<file path="config.mk">
export PLATFORM = sky130hd
export DESIGN_NAME = digipot_ctrl
export DESIGN_NICKNAME = d
export VERILOG_FILES = /design/src/core/digipot_pkg.sv /design/src/core/line_events_if.sv /design/src/core/line_sampler.sv /design/src/core/digipot_ctrl.sv
export VERILOG_INCLUDE_DIRS = /design/src /design/src/core
export SDC_FILE = /design/constraint.sdc
export NUM_CORES = 1
export LEC_CHECK = 0
export ABC_AREA = 1
export BUFFER_PORTS_ARGS = -buffer_cell sky130_fd_sc_hd__buf_2
export CORE_MARGIN = 2
export CORE_UTILIZATION = 61
export CTS_BUF_LIST = sky130_fd_sc_hd__clkbuf_4
export DETAILED_ROUTE_END_ITERATION = 16
export GPL_TIMING_DRIVEN = 1
export PLACE_DENSITY = 0.9
export RECOVER_POWER = 25
export SYNTH_ARGS = -nofsm -noshare
export SYNTH_HDL_FRONTEND = slang
export SYNTH_SLANG_ARGS = --single-unit
</file>
<file path="constraint.sdc">
create_clock -name clk -period 3.3 [get_ports clk]
set_clock_uncertainty 0.15 [all_clocks]
set_input_delay 0.66 -clock clk [delete_from_list [all_inputs] [get_ports clk]]
set_output_delay 0.66 -clock clk [all_outputs]
set_load 0.05 [all_outputs]
</file>
<file path="src/core/digipot_regs.svh">
`ifndef DIGIPOT_REGS_SVH
`define DIGIPOT_REGS_SVH

// Slave address prefix, upper five bits (value arbitrary)
`define ADDR_PREFIX 5'h0A
`define ADDR_PREFIX_W 5
// Instruction byte field positions
`define INSTR_CHAN_BIT 7
`define INSTR_MID_BIT 6
`define INSTR_SHUTDOWN_PIN_N_BIT 5
`define INSTR_OUT1_BIT 4
`define INSTR_OUT2_BIT 3
// Reset values
`define WIPER_MIDSCALE 8'h80
`define LOGIC_OUT_RESET 1'h0
// Bits per byte on the wire
`define BITS_PER_BYTE 4'h8

`endif

</file>
<file path="src/core/digipot_pkg.sv">
package digipot_pkg;

    typedef enum logic [2:0] {
        ST_IDLE = 3'b000,
        ST_ADDR = 3'b001,
        ST_INSTR = 3'b010,
        ST_DATA = 3'b011,
        ST_READ = 3'b100,
        ST_SKIP = 3'b101
    } frame_state_t;

endpackage

</file>
<file path="src/core/line_events_if.sv">
`timescale 1ns/1ps

interface line_events_if;
    logic scl_level;
    logic sda_level;
    logic scl_rise;
    logic scl_fall;
    logic start_seen;
    logic stop_seen;

    modport producer (
        output scl_level,
        output sda_level,
        output scl_rise,
        output scl_fall,
        output start_seen,
        output stop_seen
    );

    modport consumer (
        input scl_level,
        input sda_level,
        input scl_rise,
        input scl_fall,
        input start_seen,
        input stop_seen
    );
endinterface

</file>
<file path="src/core/line_sampler.sv">
`timescale 1ns/1ps

module line_sampler (
    input wire logic clk,
    input wire logic reset,
    input wire logic scl_in,
    input wire logic sda_in,
    line_events_if.producer ev
);

    logic [1:0] scl_sync_r;
    logic [1:0] sda_sync_r;
    logic scl_prev_r;
    logic sda_prev_r;

    ////////////////////////////////////////////////////////////////
    // Two-stage synchronisers; only stage two is read
    always_ff @(posedge clk)
    begin
        if (reset)
        begin
            scl_sync_r <= 2'h3;
            sda_sync_r <= 2'h3;
            scl_prev_r <= 1'h1;
            sda_prev_r <= 1'h1;
        end
        else
        begin
            scl_sync_r <= {scl_sync_r[0], scl_in};
            sda_sync_r <= {sda_sync_r[0], sda_in};
            scl_prev_r <= scl_sync_r[1];
            sda_prev_r <= sda_sync_r[1];
        end
    end

    ////////////////////////////////////////////////////////////////
    assign ev.scl_level = scl_prev_r;
    assign ev.sda_level = sda_prev_r;
    assign ev.scl_rise = scl_sync_r[1] & ~scl_prev_r;
    assign ev.scl_fall = ~scl_sync_r[1] & scl_prev_r;
    assign ev.start_seen = scl_sync_r[1] & scl_prev_r & sda_prev_r & ~sda_sync_r[1];
    assign ev.stop_seen = scl_sync_r[1] & scl_prev_r & ~sda_prev_r & sda_sync_r[1];

endmodule

</file>
<file path="src/core/digipot_ctrl.sv">
// What this block does
// - Address byte: fixed prefix plus pin levels
// - START begins frame; next byte is address
// - Acknowledge only on matching address
// - Read/write bit: one reads, zero writes
// - Write has instruction byte; read has none
// - Instruction MSB selects wiper channel
// - Midscale bit centres selected wiper
// - Shutdown bit acts like shutdown pin
// - Two instruction bits drive logic outputs
// - Three low instruction bits ignored
// - Nine clocks per byte, MSB first
// - SDA changes only while SCL low
// - Read returns selected wiper, master NAKs
// - STOP returns device to idle
// - Each data byte updates selected wiper
// - Repeated reads return selected channel value
// - Readback uses channel of last instruction byte
// - Wiper code eight bits, 0 to 255
// - Shutdown pin acts through two-flop synchroniser
// - Wipers preset to midscale at reset
// - Logic outputs reset to zero
// - Leaving shutdown restores stored wiper
`timescale 1ns/1ps
`include "digipot_regs.svh"

module digipot_ctrl #(
    parameter int CHANNELS = 2
) (
    input wire logic clk,
    input wire logic reset,
    input wire logic scl_in,
    input wire logic sda_in,
    output logic sda_out,
    output logic sda_oe,
    input wire logic addr_sel_pin_low,
    input wire logic addr_sel_pin_high,
    input wire logic shutdown_pin_n,
    output logic [7:0] wiper_register_first,
    output logic [7:0] wiper_register_second,
    output logic shutdown_active,
    output logic logic_out_one,
    output logic logic_out_two
);

    line_events_if ev ();

    line_sampler u_sampler (
        .clk(clk),
        .reset(reset),
        .scl_in(scl_in),
        .sda_in(sda_in),
        .ev(ev)
    );

    ////////////////////////////////////////////////////////////////
    // Frame state and bit counting

    digipot_pkg::frame_state_t state_r;
    logic [3:0] bit_cnt_r;
    logic [7:0] shift_r;
    logic [7:0] tx_r;
    logic ack_phase_r;
    logic ack_drive_r;
    logic read_active_r;
    logic nak_seen_r;
    logic addr_ok;
    logic [7:0] byte_in;
    logic byte_done;
    logic [1:0] addr_sel_sync_r;
    logic [1:0] addr_sel_r;

    logic chan_sel_r;
    logic shutdown_pin_n_bit_r;
    logic [7:0] wiper_r [0:1];
    logic [1:0] shutdown_pin_n_pin_sync_r;

    // Address-select pins are slow straps but still cross domains
    always_ff @(posedge clk)
    begin
        if (reset)
        begin
            addr_sel_sync_r <= 2'h0;
            addr_sel_r <= 2'h0;
        end
        else
        begin
            addr_sel_sync_r <= {addr_sel_pin_high, addr_sel_pin_low};
            addr_sel_r <= addr_sel_sync_r;
        end
    end

    assign byte_in = {shift_r[6:0], ev.sda_level};
    assign byte_done = ev.scl_rise & ~ack_phase_r & (bit_cnt_r == (`BITS_PER_BYTE - 4'h1));
    assign addr_ok = (byte_in[7:3] == `ADDR_PREFIX) && (byte_in[2:1] == addr_sel_r);

    // Bit counter: eight data bits then one acknowledge slot
    always_ff @(posedge clk)
    begin
        if (reset)
        begin
            bit_cnt_r <= 4'h0;
            ack_phase_r <= 1'h0;
            shift_r <= 8'h00;
        end
        // abandon byte on START or STOP
        else if (ev.start_seen || ev.stop_seen)
        begin
            bit_cnt_r <= 4'h0;
            ack_phase_r <= 1'h0;
        end
        else if (ev.scl_rise && !ack_phase_r)
        begin
            shift_r <= byte_in;
            if (bit_cnt_r == (`BITS_PER_BYTE - 4'h1))
            begin
                bit_cnt_r <= 4'h0;
                ack_phase_r <= 1'h1;
            end
            else
            begin
                bit_cnt_r <= bit_cnt_r + 4'h1;
            end
        end
        else if (ev.scl_fall && ack_phase_r && bit_cnt_r == 4'h0)
        begin
            // Falling edge ending bit eight opens the ack slot
            bit_cnt_r <= 4'h1;
        end
        else if (ev.scl_fall && ack_phase_r)
        begin
            // Falling edge after the ninth clock closes it
            bit_cnt_r <= 4'h0;
            ack_phase_r <= 1'h0;
        end
    end

    // Frame sequencing
    always_ff @(posedge clk)
    begin
        if (reset)
        begin
            state_r <= digipot_pkg::ST_IDLE;
        end
        else if (ev.start_seen)
        begin
            state_r <= digipot_pkg::ST_ADDR;
        end
        else if (ev.stop_seen)
        begin
            state_r <= digipot_pkg::ST_IDLE;
        end
        else if (byte_done)
        begin
            case (state_r)
                digipot_pkg::ST_ADDR:
                begin
                    if (!addr_ok)
                        state_r <= digipot_pkg::ST_SKIP;
                    else if (byte_in[0])
                        state_r <= digipot_pkg::ST_READ;
                    else
                        state_r <= digipot_pkg::ST_INSTR;
                end
                digipot_pkg::ST_INSTR:
                begin
                    state_r <= digipot_pkg::ST_DATA;
                end
                digipot_pkg::ST_DATA:
                begin
                    state_r <= digipot_pkg::ST_DATA;
                end
                default:
                begin
                    state_r <= state_r;
                end
            endcase
        end
        // NAK from master ends the read
        else if (state_r == digipot_pkg::ST_READ && nak_seen_r)
        begin
            state_r <= digipot_pkg::ST_SKIP;
        end
    end

    ////////////////////////////////////////////////////////////////
    // Instruction and wiper registers

    always_ff @(posedge clk)
    begin
        if (reset)
        begin
            chan_sel_r <= 1'h0;
            shutdown_pin_n_bit_r <= 1'h0;
            logic_out_one <= `LOGIC_OUT_RESET;
            logic_out_two <= `LOGIC_OUT_RESET;
        end
        else if (byte_done && state_r == digipot_pkg::ST_INSTR)
        begin
            // channel select; single channel forces zero
            chan_sel_r <= (CHANNELS > 1) ? byte_in[`INSTR_CHAN_BIT] : 1'h0;
            shutdown_pin_n_bit_r <= byte_in[`INSTR_SHUTDOWN_PIN_N_BIT];
            logic_out_one <= byte_in[`INSTR_OUT1_BIT];
            logic_out_two <= byte_in[`INSTR_OUT2_BIT];
        end
    end
    // chan_sel_r not touched by START, STOP or address

    always_ff @(posedge clk)
    begin
        if (reset)
        begin
            wiper_r[0] <= `WIPER_MIDSCALE;
            wiper_r[1] <= `WIPER_MIDSCALE;
        end
        else if (byte_done && state_r == digipot_pkg::ST_INSTR && byte_in[`INSTR_MID_BIT])
        begin
            wiper_r[(CHANNELS > 1) ? byte_in[`INSTR_CHAN_BIT] : 1'h0] <= `WIPER_MIDSCALE;
        end
        else if (byte_done && state_r == digipot_pkg::ST_DATA)
        begin
            wiper_r[chan_sel_r] <= byte_in;
        end
    end

    // Wiper outputs hold stored codes; shutdown never alters them
    always_ff @(posedge clk)
    begin
        if (reset)
        begin
            wiper_register_first <= `WIPER_MIDSCALE;
            wiper_register_second <= `WIPER_MIDSCALE;
        end
        else
        begin
            wiper_register_first <= wiper_r[0];
            wiper_register_second <= wiper_r[1];
        end
    end

    ////////////////////////////////////////////////////////////////
    // Shutdown. The pin is synchronised so the output stays a flop;
    // the analog path is expected to use the pin directly as well.
    always_ff @(posedge clk)
    begin
        if (reset)
        begin
            shutdown_pin_n_pin_sync_r <= 2'h3;
            shutdown_active <= 1'h0;
        end
        else
        begin
            shutdown_pin_n_pin_sync_r <= {shutdown_pin_n_pin_sync_r[0], shutdown_pin_n};
            shutdown_active <= ~shutdown_pin_n_pin_sync_r[1] | shutdown_pin_n_bit_r;
        end
    end

    ////////////////////////////////////////////////////////////////
    // SDA driver: ack slots and read data only

    always_ff @(posedge clk)
    begin
        if (reset)
        begin
            ack_drive_r <= 1'h0;
            read_active_r <= 1'h0;
            tx_r <= 8'hFF;
            nak_seen_r <= 1'h0;
        end
        else if (ev.start_seen || ev.stop_seen)
        begin
            ack_drive_r <= 1'h0;
            read_active_r <= 1'h0;
            nak_seen_r <= 1'h0;
        end
        // Drive flags move on SCL falls; START or STOP clears them while SCL is high
        else if (ev.scl_fall)
        begin
            ack_drive_r <= 1'h0;
            if (ack_phase_r && bit_cnt_r == 4'h0)
            begin
                // Read data ends here so the master can NAK
                read_active_r <= 1'h0;
                // ack only when matched and addressed
                ack_drive_r <= (state_r == digipot_pkg::ST_INSTR) || (state_r == digipot_pkg::ST_DATA)
                    || (state_r == digipot_pkg::ST_READ && !read_active_r);
                // load current selected value per read
                if (state_r == digipot_pkg::ST_READ && !read_active_r)
                    tx_r <= wiper_r[chan_sel_r];
            end
            else if (ack_phase_r)
            begin
                // Data bits follow only our own read address ack
                read_active_r <= (state_r == digipot_pkg::ST_READ) && ack_drive_r;
            end
            else if (read_active_r && bit_cnt_r != 4'h0)
            begin
                tx_r <= {tx_r[6:0], 1'h1};
            end
        end
        else if (ev.scl_rise && ack_phase_r && bit_cnt_r == 4'h1 && state_r == digipot_pkg::ST_READ)
        begin
            nak_seen_r <= ev.sda_level;
        end
    end

    // drive only in own ack or read-data slots
    always_ff @(posedge clk)
    begin
        if (reset)
        begin
            sda_oe <= 1'h0;
            sda_out <= 1'h1;
        end
        else
        begin
            sda_out <= 1'h0;
            // released for master NAK and STOP
            sda_oe <= ~ev.start_seen & ~ev.stop_seen & (ack_drive_r | (read_active_r & ~tx_r[7]));
        end
    end

endmodule

</file>
# Word-level counts from Yosys, hierarchy flattened
# Memory sizes are Yosys's and may differ from the RTL's. A register that Yosys moved wholly into a read port is not among the register bits.
# Index checks and enable logic that the tools add are counted.
[totals]
register_bits = 45
ramBits = 16
input_bits = 7
out_inout_bits = 21
wordCells = 143
mem_count = 1
[mem_list]
columns = ["memory", "words", "width", "read_ports", "rd_ports_with_merged_regs", "wr", "line_no", "rtl"]
rows = [
  ["wiper_r", 2, 8, 3, 3, 2, "digipot_ctrl.sv:75", "logic [7:0] wiper_r [0:1];"],
]
[op_classes]
add_sub_neg = 1
eq_ne = 14
muxes = 39
bitwise_logic = 25
n_reduce_logical = 40
[ops]
columns = ["cell", "count"]
rows = [
  ["$mux W8", 6],
  ["$mux W1", 24],
  ["$mux W4", 4],
  ["$reduce_or A8 Y1", 2],
  ["$logic_and A1 B1 Y1", 15],
  ["$and A1 B1 Y1", 12],
  ["$mux W3", 4],
  ["$not A1 Y1", 11],
  ["$reduce_and A2 Y1", 5],
  ["$reduce_bool A2 Y1", 4],
  ["$reduce_bool A4 Y1", 2],
  ["$eq A3 B2 Y1 const B", 2],
  ["$ne A2 B1 Y1 const B", 3],
  ["$pmux W3 S2", 1],
  ["$eq A5 B4 Y1 const B", 1],
  ["$ne A5 B4 Y1 const B", 1],
  ["$reduce_and A5 Y1", 1],
  ["$add A4 B1 Y4 const B", 1],
  ["$eq A4 B1 Y1 const B", 1],
  ["$eq A4 B3 Y1 const B", 1],
  ["$logic_not A4 Y1", 1],
  ["$reduce_or A2 Y1", 2],
  ["$eq A3 B1 Y1 const B", 1],
  ["$eq A3 B3 Y1 const B", 1],
  ["other kinds (9)", 13],
]

# Logic depth before layout (Yosys ltp)
[logic_depth]
word_depth = 12
ltp_mapped = 10
mapped_depth_nobuf = 10

# Hierarchy
# From an unflattened synthesis, not the netlist that was laid out.
[hier_totals]
hier_cells = 393
hier_area_um2 = 3199.3
[modules_own_cells]
columns = ["mod", "instances", "cells_each", "area_per_inst_um2", "seq_area_each_um2"]
rows = [
  ["digipot_ctrl", 1, 369, 3001.6, 1601.5],
  ["line_sampler", 1, 24, 197.7, 120.1],
]

# Least setup slack after synthesis
# Ideal clock, no wire load.
[synth_path]
path_type = "input to register"
from = "in reset"
to = "mem wiper_r[1][0] (enable)"
setup_ns = 0.374
t_arrival_ns = 1.818
path_slack_ns = 0.959
stages = 7
path_cell_list = "inv_1 -> nand3_1 -> nor2_8 -> inv_2 -> nand2_4 -> o21ai_4 -> o21ai_1"
[synth_lines]
columns = ["item", "line_no", "rtl"]
rows = [
  ["start, declared", "digipot_ctrl.sv:31", "input wire logic reset,"],
  ["end, declared", "digipot_ctrl.sv:75", ""],
]

==> impl_metrics.env <==
export IMPL_cp_data_arrival_time_ps=2450
export IMPL_pwr_share_clk_pct=32.9
export IMPL_seq_area_frac_synth_pct=54.8
export IMPL_cts_tree="built"
export IMPL_startpoint_type="flop"
export IMPL_ys_seq_elements=78
export IMPL_grt_pass1_vias=2184
export IMPL_ys_top_cells_by_area="dfxtp_1 40%, edfxtp_1 15%, nand2_1 8.7%"
export IMPL_fin_tns_setup_ps=0
export IMPL_avgSynthCellArea_um2=8.29
export IMPL_worst_slack_ps=760
export IMPL_fin_hold_ws_ps=264
export IMPL_nNetsFinal=419
export IMPL_switchingPower_mw=0.385
export IMPL_rsz0062_at_grt="no"
export IMPL_synth_net_count=389
export IMPL_relSlewSlack_pct=20.2
export IMPL_grt_overflow=0
export IMPL_stdcell_count=484
export IMPL_yosys_warnings=0
export IMPL_ios=28
export IMPL_path_max_fanout=17
export IMPL_combPwrFrac_pct=6.6
export IMPL_grt_usage_pct=22.2
export IMPL_ant_nets=0
export IMPL_clock_latency_ps=410
export IMPL_synthTopCellsByCount="73 x nand2_1, 62 x dfxtp_1, 59 x inv_1, 37 x nor2_1, 34 x nand3_1"
export IMPL_cts_num_sinks=78
export IMPL_place_congestion=0.838
export IMPL_postCtsSetupBuffers=0
export IMPL_multi_input_area_um2=1140
export IMPL_root_buffer="clkbuf_4"
export IMPL_ir_worst_vdd_uv=318
export IMPL_totalWireLength_mm=5.48
export IMPL_worstSetupPathType="flop to flop"
export IMPL_start_util_pct=62.3
export IMPL_drt_iter0_markers=122
export IMPL_place_inst=468
export IMPL_synth_area_um2=3140
export IMPL_antenna_found_initial=0
export IMPL_synth_edf_count=16
export IMPL_tightestPinTransition_ps=1200
export IMPL_async_flop_share_pct=0
export IMPL_via_per_inst=5.05
export IMPL_worstHoldPathType="flop to flop"
export IMPL_power_density_nw_per_um2=483
export IMPL_power_leakage_nw=1.68
export IMPL_drv_slew=0
export IMPL_cap_violations=0
export IMPL_io_buffers=27
export IMPL_num_rows=26
export IMPL_drt_pass1_iter_count=4
export IMPL_grt_pass1_wl_mm=9.40
export IMPL_vias=2445
export IMPL_power_frac_seq_pct=60.5
export IMPL_synth_cell_type_count=31
export IMPL_syn_inst=379
export IMPL_report_final_hold_viol_count=0
export IMPL_yosysMostFrequentCell="nand2_1"
export IMPL_die_x_um=75.8
export IMPL_intPower_mw=1.29
export IMPL_period_share_pct=77.0
export IMPL_fin_crit_ps=2540
export IMPL_die_y_um=75.8
export IMPL_netlist_area_leader_share_pct=39.5
export IMPL_cts_htree_levels=3
export IMPL_ctsResizeCount=0
export IMPL_diodes=0
export IMPL_yosysTopAreaCell="dfxtp_1"
export IMPL_core_um2=5040
export IMPL_fillCellCount=406
export IMPL_numCtsBuffers=9
export IMPL_dieArea_um2=5740
export IMPL_clk_path_buf_depth=2
export IMPL_fmax_mhz=394
export IMPL_syn_to_final_growth_pct=10.3
export IMPL_grt_max_degree=32
export IMPL_hold_buffers=0
export IMPL_drc=0
export IMPL_path_clk_slew_ps=110
export IMPL_dp_slack_ps=641
export IMPL_setup_viol=0
export IMPL_cp_required_ps=3210
export IMPL_p_sw_share_pct=23.0
export IMPL_avgRoutedWirePerCell_um=11.3
export IMPL_critPathCaptureType="flop"
export IMPL_seq_area_um2=1720
export IMPL_hpwl_mm=3.99
export IMPL_outcome="completed"
export IMPL_drive_above_1_share_pct=15.9
export IMPL_ys_flop_type="dfxtp_1"
-- cells by family (layout without fill, tap and decap cells) --
kind of cell / Yosys count / after routing / synth area share [%]
and+or+nand+nor: 175 / 175 / 26.0
DFF: 78 / 78 / 54.8
buffers and inverters: 73 / 108 / 8.84
AOI/OAI and AO/OA: 50 / 50 / 9.16
adders and majority gates: 3 / 3 / 1.19
-- final cells by class --
| class | instances | area share [%] |
|---|---|---|
| flip-flops and latches | 78 | 49.7 |
| multi-input cells | 228 | 33.0 |
| inverters | 63 | 6.82 |
| repair buffers | 29 | 4.12 |
| clock buffers | 13 | 2.82 |
| well taps | 70 | 2.53 |
| clock inverters | 3 | 1.08 |
-- sequential cells by signal, indices dropped and copies added (netlist names), 3 cells and up, named ones only --
signal                 cells
wiper_register_second      8
bit_cnt_r                  4
shift_r                    7
tx_r                       8
state_r                    3
wiper_register_first       8
wiper_r                   16
-- metal layers --
metal | global-route usage [%] | part of all wire [%] | vias up
li1 | - | - | 1267
met4 | 15.6 | 4.6 | 0
met1 | 26.0 | 44 | 1092
met3 | 4.37 | 4.3 | 23
met2 | 36.5 | 47 | 63
met5 | 0 | 0 | -
-- worst paths after layout --
path	start	end	slack [ps]	cells after the start
hold / removal	addr_sel_sync_r[1]$_SDFF_PP0_	addr_sel_r[1]$_SDFF_PP0_	260	2
hold reg to reg	addr_sel_sync_r[1]$_SDFF_PP0_	addr_sel_r[1]$_SDFF_PP0_	260	2
setup / recovery	bit_cnt_r[0]$_SDFFE_PP0P_	wiper_r[1][3]$_SDFFCE_PN0P_	760	9
setup reg to reg	bit_cnt_r[0]$_SDFFE_PP0P_	wiper_r[1][3]$_SDFFCE_PN0P_	760	9
-- stage by stage --
step | util (%) | total power, mW | area, um^2
after floorplan | - | 1.12 | 3140
after global placement | 66.2 | 1.14 | 3340
after global routing | 68.7 | 1.74 | 3470
after detailed placement | 66.2 | 1.15 | 3340
after CTS | 68.9 | 1.69 | 3470
final | 68.7 | 1.67 | 3470
-- cells in the final DEF (no fill, tap or decap), drive strengths merged, types with 15 or more instances in the layout --
master / instances
a21oi: 21
clkbuf: 15
nand2: 78
edfxtp: 16
nor2: 41
o21ai: 23
inv: 62
buf: 27
nand3: 35
dfxtp: 62
-- power groups by stage --
| stage | Clock (mW) | Combinational (mW) | Sequential [mW] |
|---|---|---|---|
| 6_report | 0.550 | 0.110 | 1.01 |
| 5_1_grt | 0.602 | 0.122 | 1.02 |
| 4_1_cts | 0.563 | 0.112 | 1.01 |
| 3_5_place_dp | 0 | 0.112 | 1.03 |
| 3_3_place_gp | 0 | 0.110 | 1.03 |
| 2_1_floorplan | 0 | 0.0468 | 1.07 |
-- worst max-delay path: stages (launching register included) --
cell and delay [ps]:
dfxtp_1 410, ha_1 210, nand3_1 140, inv_1 120
nand2_4 90, nor2_8 200, inv_2 100, nand2_4 110
o21ai_4 100, o21ai_1 550
No activity file was read; power rests on OpenSTA's default activity.
